$ cat src/include/ptb_regs.svh
`ifndef PTB_REGS_SVH
`define PTB_REGS_SVH
// register byte offsets in the controller space
`define PTB_OFF_MW0_UPPER 16'hd014
`define PTB_OFF_MW1_LOWER 16'hd018
`define PTB_OFF_MW1_UPPER 16'hd01c
`define PTB_OFF_MW2_BASE 16'hd020
`define PTB_OFF_IO_BASE 16'hd024
// matching configuration header offsets
`define PTB_CFG_MW1 8'h18
`define PTB_CFG_MW2 8'h20
`define PTB_CFG_IO 8'h24
// base field widths: 16 MB, 1 MB, 256 byte windows
`define PTB_MW1_BITS 8
`define PTB_MW2_BITS 12
`define PTB_IO_BITS 24
// fixed low bits
`define PTB_MW1_LOW 4'h8
`define PTB_MW2_LOW 4'h0
`define PTB_IO_LOW 8'h01
`define PTB_BASE_RESET 32'h0000_0000
`endif

$ cat src/include/ptb_pkg.sv
`default_nettype none
package ptb_pkg;
  typedef enum logic [1:0] {
    PTB_ACC_MEM = 2'h1,
    PTB_ACC_IO = 2'h2
  } ptb_acc_e;
endpackage
`default_nettype wire

$ cat src/logic/ptb_decode.sv
`include "ptb_regs.svh"
`default_nettype none
// window hit compare: upper address bits against programmed base
module ptb_decode #(
  parameter int W = 8
) (
  input wire logic [31:0] i_addr,
  input wire logic [W-1:0] i_base,
  output logic o_hit
);
  assign o_hit = (i_addr[31 -: W] == i_base);
endmodule
`default_nettype wire

$ cat src/logic/ptb_bar_regs.sv
// Contract
// - no dual-address cycles; upper registers unused
// - window one base 31:24, reset zero
// - window one prefetchable flag reads one
// - memory type bits read zero
// - memory space indicator reads zero
// - window two base 31:20, reset zero
// - window two prefetchable flag reads zero
// - I/O base 31:8, reset zero
// - I/O space indicator reads one
// - header offsets 0x18, 0x20, 0x24
// - bits between base and flags reserved
`include "ptb_regs.svh"
`default_nettype none
module ptb_bar_regs
  import ptb_pkg::*;
(
  input wire logic i_clk,
  input wire logic i_reset_n,
  input wire logic i_wr,
  input wire logic i_rd,
  input wire logic i_cfg,
  input wire logic [15:0] i_addr,
  input wire logic [31:0] i_wdata,
  input wire logic i_dac,
  input wire logic i_tgt_valid,
  input wire logic [1:0] i_tgt_type,
  input wire logic [31:0] i_tgt_addr,
  output logic [31:0] o_rdata,
  output logic o_rvalid,
  output logic o_claim_mw1,
  output logic o_claim_mw2,
  output logic o_claim_io
);
  // ****************************************
  // state
  // ****************************************
  typedef struct packed {
    logic [`PTB_MW1_BITS-1:0] mw1;
    logic [`PTB_MW2_BITS-1:0] mw2;
    logic [`PTB_IO_BITS-1:0] io;
    logic [31:0] rdata;
    logic rvalid;
    logic c1;
    logic c2;
    logic cio;
  } ptb_state_s;
  ptb_state_s st_ff, nxt_st;
  logic h1, h2, hio;
  logic [2:0] sel;

  // map either controller offset or header offset to a register select
  function automatic logic [2:0] ptb_sel(input logic cfg,
                                         input logic [15:0] a);
    logic [2:0] s;
    s = 3'h0;
    if (cfg)
    begin
      if (a[7:0] == `PTB_CFG_MW1) s = 3'h1;
      else if (a[7:0] == `PTB_CFG_MW2) s = 3'h2;
      else if (a[7:0] == `PTB_CFG_IO) s = 3'h3;
    end
    else
    begin
      if (a == `PTB_OFF_MW1_LOWER) s = 3'h1;
      else if (a == `PTB_OFF_MW2_BASE) s = 3'h2;
      else if (a == `PTB_OFF_IO_BASE) s = 3'h3;
    end
    return s;
  endfunction

  ptb_decode #(.W(`PTB_MW1_BITS)) u_d1 (
    .i_addr(i_tgt_addr), .i_base(st_ff.mw1), .o_hit(h1));
  ptb_decode #(.W(`PTB_MW2_BITS)) u_d2 (
    .i_addr(i_tgt_addr), .i_base(st_ff.mw2), .o_hit(h2));
  ptb_decode #(.W(`PTB_IO_BITS)) u_d3 (
    .i_addr(i_tgt_addr), .i_base(st_ff.io), .o_hit(hio));

  assign sel = ptb_sel(i_cfg, i_addr);

  // ****************************************
  // next state
  // ****************************************
  always_comb
  begin
    nxt_st = st_ff;
    nxt_st.rvalid = i_rd;
    nxt_st.rdata = 32'h0000_0000;
    // only base fields take write data
    if (i_wr)
    begin
      case (sel)
        3'h1: nxt_st.mw1 = i_wdata[31 -: `PTB_MW1_BITS];
        3'h2: nxt_st.mw2 = i_wdata[31 -: `PTB_MW2_BITS];
        3'h3: nxt_st.io = i_wdata[31 -: `PTB_IO_BITS];
        // upper registers and others have no effect
        default: ;
      endcase
    end
    if (i_rd)
    begin
      case (sel)
        3'h1: nxt_st.rdata = {st_ff.mw1, 20'h0_0000, `PTB_MW1_LOW};
        3'h2: nxt_st.rdata = {st_ff.mw2, 16'h0000, `PTB_MW2_LOW};
        3'h3: nxt_st.rdata = {st_ff.io, `PTB_IO_LOW};
        default: nxt_st.rdata = 32'h0000_0000;
      endcase
    end
    // claim on type and base match, never for dual address
    nxt_st.c1 = i_tgt_valid && !i_dac && i_tgt_type == PTB_ACC_MEM && h1;
    nxt_st.c2 = i_tgt_valid && !i_dac && i_tgt_type == PTB_ACC_MEM && h2;
    nxt_st.cio = i_tgt_valid && !i_dac && i_tgt_type == PTB_ACC_IO && hio;
  end

  always_ff @(posedge i_clk or negedge i_reset_n)
  begin
    if (!i_reset_n)
      st_ff <= '0;
    else
      st_ff <= nxt_st;
  end

  assign o_rdata = st_ff.rdata;
  assign o_rvalid = st_ff.rvalid;
  assign o_claim_mw1 = st_ff.c1;
  assign o_claim_mw2 = st_ff.c2;
  assign o_claim_io = st_ff.cio;

  // ****************************************
  // checks
  // ****************************************
  property p_mw1_flags;
    @(posedge i_clk) disable iff (!i_reset_n)
    (i_rd && sel == 3'h1) |=> o_rdata[23:0] == 24'h00_0008;
  endproperty
  a_mw1_flags: assert property (p_mw1_flags)
    else $error("window one low bits wrong");
  property p_mw2_flags;
    @(posedge i_clk) disable iff (!i_reset_n)
    (i_rd && sel == 3'h2) |=> o_rdata[19:0] == 20'h0_0000;
  endproperty
  a_mw2_flags: assert property (p_mw2_flags)
    else $error("window two low bits wrong");
  property p_io_flags;
    @(posedge i_clk) disable iff (!i_reset_n)
    (i_rd && sel == 3'h3) |=> o_rdata[7:0] == 8'h01;
  endproperty
  a_io_flags: assert property (p_io_flags)
    else $error("io low bits wrong");
  property p_mw1_wr;
    @(posedge i_clk) disable iff (!i_reset_n)
    (i_wr && !i_rd && sel == 3'h1) ##1 (i_rd && !i_wr && sel == 3'h1)
      |=> o_rdata[31:24] == $past(i_wdata[31:24], 2);
  endproperty
  a_mw1_wr: assert property (p_mw1_wr)
    else $error("window one base not stored");
  property p_mw2_wr;
    @(posedge i_clk) disable iff (!i_reset_n)
    (i_wr && sel == 3'h2) |=> st_ff.mw2 == $past(i_wdata[31:20]);
  endproperty
  a_mw2_wr: assert property (p_mw2_wr)
    else $error("window two base not stored");
  property p_io_wr;
    @(posedge i_clk) disable iff (!i_reset_n)
    (i_wr && sel == 3'h3) |=> st_ff.io == $past(i_wdata[31:8]);
  endproperty
  a_io_wr: assert property (p_io_wr)
    else $error("io base not stored");
  property p_upper;
    @(posedge i_clk) disable iff (!i_reset_n)
    (sel == 3'h0) |=> $stable(st_ff.mw1) && $stable(st_ff.mw2)
      && $stable(st_ff.io);
  endproperty
  a_upper: assert property (p_upper)
    else $error("unmapped write changed a base");
  property p_claim;
    @(posedge i_clk) disable iff (!i_reset_n)
    o_claim_io |-> $past(i_tgt_type) == PTB_ACC_IO
      && $past(i_tgt_addr[31:8]) == $past(st_ff.io) && !$past(i_dac);
  endproperty
  a_claim: assert property (p_claim)
    else $error("io claim without match");
  property p_mw1_claim;
    @(posedge i_clk) disable iff (!i_reset_n)
    o_claim_mw1 |-> $past(i_tgt_valid) && !$past(i_dac)
      && $past(i_tgt_type) == PTB_ACC_MEM
      && $past(i_tgt_addr[31:24]) == $past(st_ff.mw1);
  endproperty
  a_mw1_claim: assert property (p_mw1_claim)
    else $error("window one claim without match");
  property p_mw2_claim;
    @(posedge i_clk) disable iff (!i_reset_n)
    (i_tgt_valid && !i_dac && i_tgt_type == PTB_ACC_MEM
      && i_tgt_addr[31:20] == st_ff.mw2) |=> o_claim_mw2;
  endproperty
  a_mw2_claim: assert property (p_mw2_claim)
    else $error("window two match not claimed");
  property p_no_dac;
    @(posedge i_clk) disable iff (!i_reset_n)
    i_dac |=> !o_claim_mw1 && !o_claim_mw2 && !o_claim_io;
  endproperty
  a_no_dac: assert property (p_no_dac)
    else $error("dual address access claimed");
  property p_unmapped_rd;
    @(posedge i_clk) disable iff (!i_reset_n)
    (i_rd && sel == 3'h0) |=> o_rvalid && o_rdata == 32'h0000_0000;
  endproperty
  a_unmapped_rd: assert property (p_unmapped_rd)
    else $error("unmapped read not zero");
  c_mw1: cover property (@(posedge i_clk) o_claim_mw1);
  c_mw2: cover property (@(posedge i_clk) o_claim_mw2);
  c_io: cover property (@(posedge i_clk) o_claim_io);
  c_cfg_wr: cover property (@(posedge i_clk) i_wr && i_cfg && sel != 3'h0);
endmodule
`default_nettype wire

$ cat config.mk
export PLATFORM = sky130hd
export DESIGN_NAME = ptb_bar_regs
export DESIGN_NICKNAME = d
export VERILOG_FILES = /design/src/include/ptb_pkg.sv /design/src/logic/ptb_decode.sv /design/src/logic/ptb_bar_regs.sv
export VERILOG_INCLUDE_DIRS = /design/src /design/src/include
export SDC_FILE = /design/constraint.sdc
export NUM_CORES = 1
export LEC_CHECK = 0
export ABC_AREA = 1
export BUFFER_PORTS_ARGS = -buffer_cell sky130_fd_sc_hd__buf_2
export CAP_MARGIN = 25
export CORE_UTILIZATION = 37
export CTS_BUF_LIST = sky130_fd_sc_hd__clkbuf_16
export CTS_CLUSTER_DIAMETER = 200
export DETAILED_ROUTE_END_ITERATION = 7
export SLEW_MARGIN = 0
export SYNTH_ARGS = -nofsm -noshare
export SYNTH_HDL_FRONTEND = slang
export SYNTH_SLANG_ARGS = --single-unit
$ cat constraint.sdc
create_clock -name i_clk -period 1.1 [get_ports i_clk]
set_input_delay 0.22 -clock i_clk [delete_from_list [all_inputs] [get_ports i_clk]]
set_output_delay 0.22 -clock i_clk [all_outputs]
set_load 0.005 [all_outputs]
==> out/metrics.cfg, run 1 <==
[sta]
finClkSkew_ns = 0.00885
final_max_slew_viol_count = 0
max_slew_margin = 0.599
hold_viol = 0
setup_slack_ns = -0.174
setup_viol = 28
rsz0062_at_grt = yes
min_period_ns = 1.27
final.period_utilization = 1.16
fmax_ghz = 0.785
worst_pin_slew_ns = 0.601

[die]
die_y_um = 106
io_pins = 125
rows = 37
die-area_sq_mm = 0.0113
die_w_um = 106
start_util = 0.386
core_sq_mm = 0.0105

[power_and_ir_drop]
p_per_area_mw_per_mm2 = 1040
p_total_w = 0.00633
p_leak_nw = 3.13
ir_worst_vdd_v = 0.000780

[synthesis]
postSynthAreaPerCell_sq_um = 8.52
synthArstFlopShare = 1.00
netlist_area_sq_mm = 0.00404
synth_area_leaders = dfrtp_1 46%, nand2_1 9.2%, buf_4 6.3%, inv_1 5.8%, nand4_1 4.3%
synth_edf_count = 0
synth.most_common_cell = nand2_1
yosysTopAreaCellShare = 0.459
synth_cell_types = 33
post_synth_inst_count = 474
synthFlopType = dfrtp_1
ys_ff_latch = 74
seq_area_frac_synth = 0.459
ys_warn_count = 0
synth_common_cells = 99 x nand2_1, 74 x dfrtp_1, 62 x inv_1
yosys.area.top_type = dfrtp_1

[route]
drt_iter0_markers = 298
ant_nets = 0
via_per_inst = 5.00
wl_per_cell_um = 17.0
dr.pass1.iters = 5
wl_mm = 12.8
drc = 0
vias = 3782

[cells_and_area]
n_fill_cell = 892
final_nets = 705
area.sequential_sq_mm = 0.00185
syn2layout_area_growth_pct = 50.7
fin_util = 0.582
drive_gt1_frac = 0.516
diodes = 0
multi_input_area_sq_mm = 0.00220
fin_cells = 756

[cts]
clkTransAtPathRegs_ns = 0.06
clk_latency_ns = 0.33
cts_tree = done
cts_max_path_buffers = 2
htreeDepth = 3
clock_sinks = 74
cts_buffers = 9
cts-root-buf = clkbuf_16

[critical_path]
critPathRequiredTime_ns = 1.35
cp.arrival_ns = 1.52
critPathKind = reg2reg
crit_fanout = 4
regToRegSetupSlack_ns = -0.17
crit_path_start = st_ff[73]
r2r_end = o_claim_mw1
worst_setup_path_end_kind = flip-flop
reg2regPathDepth = 4
reg2reg_from = st_ff[73]
start_kind = flip-flop
crit_end = o_claim_mw1

[global_route]
grt_max_degree = 43
grt_usage = 0.199
grt_pass1_wl_mm = 17.0
antenna_found_initial = 0
overflow = 0
grt_pass1_vias = 3343

[placement]
io_buffers = 102
dp_slack_ns = -0.361
post-dp-hpwl_mm = 8.23
dpl.cell_count = 716
routabilityCongestion = 0.842

[job]
maxCapViolCount = 0

[outcome]
outcome = finished with violations
violations = setup timing

[min_path]
hold_path_class = in2reg

==> stage by stage <==
step           setup TNS, ns  area [sq um]  hold WS, ns
5_1_grt                -4.90          6080        0.124
6_report               -2.44          6080        0.123
3_3_place_gp          -17.94          4940        0.229
2_1_floorplan          -6.00          4190      -0.0756
4_1_cts               -0.148          5290        0.120
3_5_place_dp          -20.02          4940        0.234
==> where the power goes <==
group          total [W]  switching [W]  internal [W]
combinational   0.000775       0.000441      0.000334
clock            0.00275        0.00104       0.00171
sequential       0.00281      0.0000443       0.00276
total            0.00633        0.00152       0.00481
==> cell usage in the layout (no fill, tap or decap), types with 6 or more instances in the layout <==
master      n
buf_12      8
buf_2      97
buf_4      44
buf_6       9
clkbuf_16  17
conb_1      6
dfrtp_1    74
inv_1      50
inv_2      13
nand2_1    48
nand2_2    28
nand2_4    25
nand2_8     7
nand3_1    20
nand3_2     9
nand4_1    28
nor2_1     15
nor2_2     13
nor2_4      7
o21ai_1    17
o21ai_2    18
xnor2_1    11
xor2_1     13
==> kinds of logic after synthesis <==
| logic type | Yosys count | synth area share |
|---|---|---|
| buffers and inverters | 111 | 0.145 |
| XOR/XNOR | 25 | 0.0542 |
| other | 1 | 0.000929 |
| AND/OR/NAND/NOR | 212 | 0.259 |
| flip-flops | 74 | 0.459 |
| AO/OA/AOI/OAI | 51 | 0.0821 |
==> critical path, stage by stage, from the launching register on <==
cell      delay (ns)
dfrtp_1         0.45
o22ai_1         0.15
a211oi_1        0.29
nand3_1         0.16
nor2_2          0.13
==> per-layer routing <==
layer | vias to the layer above | global-route usage | wire length, um
met2 | 165 | 0.308 | 6210
met5 | - | 0 | 0
met3 | 27 | 0.0325 | 852
li1 | 1782 | - | -
met1 | 1808 | 0.270 | 5370
met4 | 0 | 0.0949 | 408
==> sequential cells by signal (all words and copies together), names as in the netlist <==
signal	flops
o_claim_io	1
o_claim_mw1	1
o_claim_mw2	1
o_rdata	26
o_rvalid	1
st_ff	44
==> worst min path at each step <==
stage                             to  depth (start not counted)   startpoint  slack [ns]
after global routing       st_ff[44]                          3  i_wdata[16]        0.12
after floorplan           o_claim_io                          0    i_reset_n       -0.08
after global placement     st_ff[56]                          2    i_reset_n        0.23
final                      st_ff[44]                          3  i_wdata[16]        0.12
after detailed placement   st_ff[76]                          2    i_reset_n        0.23
after CTS                  st_ff[44]                          3  i_wdata[16]        0.12
==> final cells by class <==
class	count	share of cell area
clock inverter	6	0.00843
clock buffer	9	0.0370
tap	136	0.0280
multi-input combinational	298	0.361
sequential	74	0.304
timing repair buffer	169	0.217
inverter	64	0.0446
==> timing repair <==
| action | 4_1_cts | 5_1_grt |
|---|---|---|
| hold buffers | 1 | 0 |
| pin swaps | 4 | 33 |
| setup buffers | 1 | 9 |
| gates resized for setup | 7 | 134 |
| gates cloned | 1 | 14 |
| hold endpoints to repair | 74 | 0 |
| setup endpoints to repair | 10 | 69 |
(Power assumes the default switching activity.)
==> run 2, diff against run 1 <==
--- a/config.mk
+++ b/config.mk
@@ -13,6 +13,7 @@
 export CTS_BUF_LIST = sky130_fd_sc_hd__clkbuf_16
 export CTS_CLUSTER_DIAMETER = 200
 export DETAILED_ROUTE_END_ITERATION = 7
+export SKIP_CTS_REPAIR_TIMING = 1
 export SLEW_MARGIN = 0
 export SYNTH_ARGS = -nofsm -noshare
 export SYNTH_HDL_FRONTEND = slang
==> out/metrics.cfg, run 2 (synthesized netlist as in run 1, its figures left out) <==
[critical_path]
critPathRequiredTime_ns = 1.36  ; about the same
crit_chain = or2_4 > a221oi_2 > nand3_1 > nor2_2
start_kind = flip-flop
cpPeakStageDelay_ns = 0.38  ; -0.07 ns
critPathTopFamily = simple AND/OR/NAND/NOR gates
slowest_stage = dfrtp_1
critPathKind = reg2reg
critical_path_buf_inv_count = 0  ; unchanged
crit_fanout = 2  ; -2
cp.arrival_ns = 1.48  ; -0.04 ns
worst_setup_path_end_kind = flip-flop

[route]
wl_per_cell_um = 16.7  ; -1.7%
via_per_inst = 4.97  ; -0.74%
ant_nets = 0  ; unchanged
vias = 3754  ; -0.74%
drt_iter0_markers = 221  ; -26%
dr.pass1.iters = 4  ; -1
drc = 0  ; unchanged
wl_mm = 12.6  ; -1.7%

[cells_and_area]
area.sequential_sq_mm = 0.00185  ; unchanged
fin_cells = 756  ; unchanged
final_cell_mix = 95 x buf_2, 74 x dfrtp_1, 51 x nand2_1
drive_gt1_frac = 0.505  ; -0.0113
syn2layout_area_growth_pct = 50.0
n_fill_cell = 904  ; +1.3%
final_nets = 705  ; unchanged
fin_area_sq_mm = 0.00605  ; -0.49%
multi_input_area_sq_mm = 0.00219  ; -0.40%
diodes = 0  ; unchanged
regMostFlops = st_ff
largest_reg_flops = 44  ; unchanged
layout_commonest_cell = buf_2
fin_util = 0.579  ; -0.00287

[power_and_ir_drop]
ir_worst_vdd_v = 0.000776  ; -0.43%
clkPwrFrac = 0.436  ; +0.002
p_sw_frac = 0.242  ; +0.00146
p_total_w = 0.00634  ; +0.14%
p_int_w = 0.00480  ; about the same
pwr-share-seq = 0.443  ; about the same
p_per_area_mw_per_mm2 = 1050  ; +0.64%
p_leak_nw = 3.12  ; -0.38%
comb_power_share = 0.121  ; about the same
p_switching_w = 0.00153  ; +0.75%

[global_route]
grt_pass1_wl_mm = 16.6  ; -2.5%
antenna_found_initial = 0  ; unchanged
grt_max_degree = 43  ; unchanged
overflow = 0  ; unchanged
grt_usage = 0.193  ; -0.00546
grt_pass1_vias = 3289  ; -1.6%

[cts]
cts_buffers = 9  ; unchanged
cts_max_path_buffers = 2  ; unchanged
cts-root-buf = clkbuf_16
clk_latency_ns = 0.34  ; about the same
clock_sinks = 74  ; unchanged
htreeDepth = 3  ; unchanged
clkTransAtPathRegs_ns = 0.06  ; about the same
cts_tree = done

[sta]
max_slew_margin = 0.612  ; +0.0125
rsz0062_at_grt = yes
hold_ws_ns = 0.117  ; -0.00554 ns
setup_viol = 42  ; +50%
fmax_ghz = 0.819  ; +4.3%
final.period_utilization = 1.11  ; -0.0482
hold_viol = 0  ; unchanged
min_period_ns = 1.22  ; -0.0530 ns
worst_pin_slew_ns = 0.582  ; -0.0188 ns
finClkSkew_ns = 0.00821  ; -0.000631 ns
setup_slack_ns = -0.121  ; +0.0530 ns
final_max_slew_viol_count = 0  ; unchanged

[placement]
post-dp-hpwl_mm = 8.23  ; unchanged
dpl.cell_count = 716  ; unchanged
placed_area_sq_mm = 0.00494  ; unchanged
io_buffers = 102  ; unchanged
routabilityCongestion = 0.842  ; unchanged

[outcome]
violations = setup timing
outcome = finished with violations

[min_path]
hold_path_class = in2reg

[die]
rows = 37  ; unchanged
die_w_um = 106  ; unchanged
die_y_um = 106  ; unchanged
die-area_sq_mm = 0.0113  ; unchanged
core_sq_mm = 0.0105  ; unchanged
start_util = 0.386  ; unchanged
io_pins = 125  ; unchanged

[job]
maxCapViolCount = 0  ; unchanged

[run 2: changes by cell type in the layout (fill, tap and decap cells not counted), moves of 2 or more]
cell	previous run	this run
buf_2	97	95
buf_6	9	12
buf_8	2	0
nand2_1	48	51
nand3_1	20	24
nand3_2	9	6
nor2_2	13	8
nor2_4	7	13
o21ai_2	18	16
[run 2: layout make-up]
type / count / area share
sequential: 74 / 0.306
clock buffer: 9 / 0.0372
inverter: 64 / 0.0453
multi-input combinational: 299 / 0.361
tap: 136 / 0.0281
timing repair buffer: 168 / 0.214
clock inverter: 6 / 0.00847
[run 2: final timing paths]
| check | start | end | slack (ns) | cells after the start |
|---|---|---|---|---|
| worst max-delay path | st_ff[63] | o_claim_mw2 | -0.12 | 4 |
| worst min-delay path | i_wdata[16] | st_ff[44] | 0.12 | 3 |
| worst max register to register | st_ff[63] | o_claim_mw2 | -0.12 | 4 |
| worst min register to register | st_ff[36] | st_ff[36] | 0.50 | 2 |
| max in group asynchronous | i_reset_n | st_ff[74] | 0.45 | 3 |
| min in group asynchronous | i_reset_n | st_ff[56] | 0.40 | 3 |
[run 2: per-layer routing]
metal / wire [um] / global-route usage
met2: 6210 / 0.303
met5: 0 / 0
met1: 5330 / 0.263
met4: 404 / 0.0881
met3: 686 / 0.0300
[run 2: worst min-delay path, delay by kind of cell]
family                 cells  cell delay [ns]
AND/OR/NAND/NOR            2             0.12
buffers and inverters      1             0.08
[run 2: power groups by stage]
stage          logic [W]  clock network (W)  registers (W)
6_report        0.000769            0.00276        0.00281
5_1_grt         0.000829            0.00293        0.00281
4_1_cts         0.000659            0.00278        0.00280
3_5_place_dp    0.000656                  0        0.00285
3_3_place_gp    0.000642                  0        0.00285
2_1_floorplan   0.000296                  0        0.00284
[run 2: per-stage QoR]
stage	worst slack, ns	setup TNS, ns
floorplan	-0.165	-6.00
global placement	-0.329	-17.94
detailed placement	-0.361	-20.02
CTS	-0.101	-0.282
global route	-0.157	-4.24
finish	-0.121	-1.91
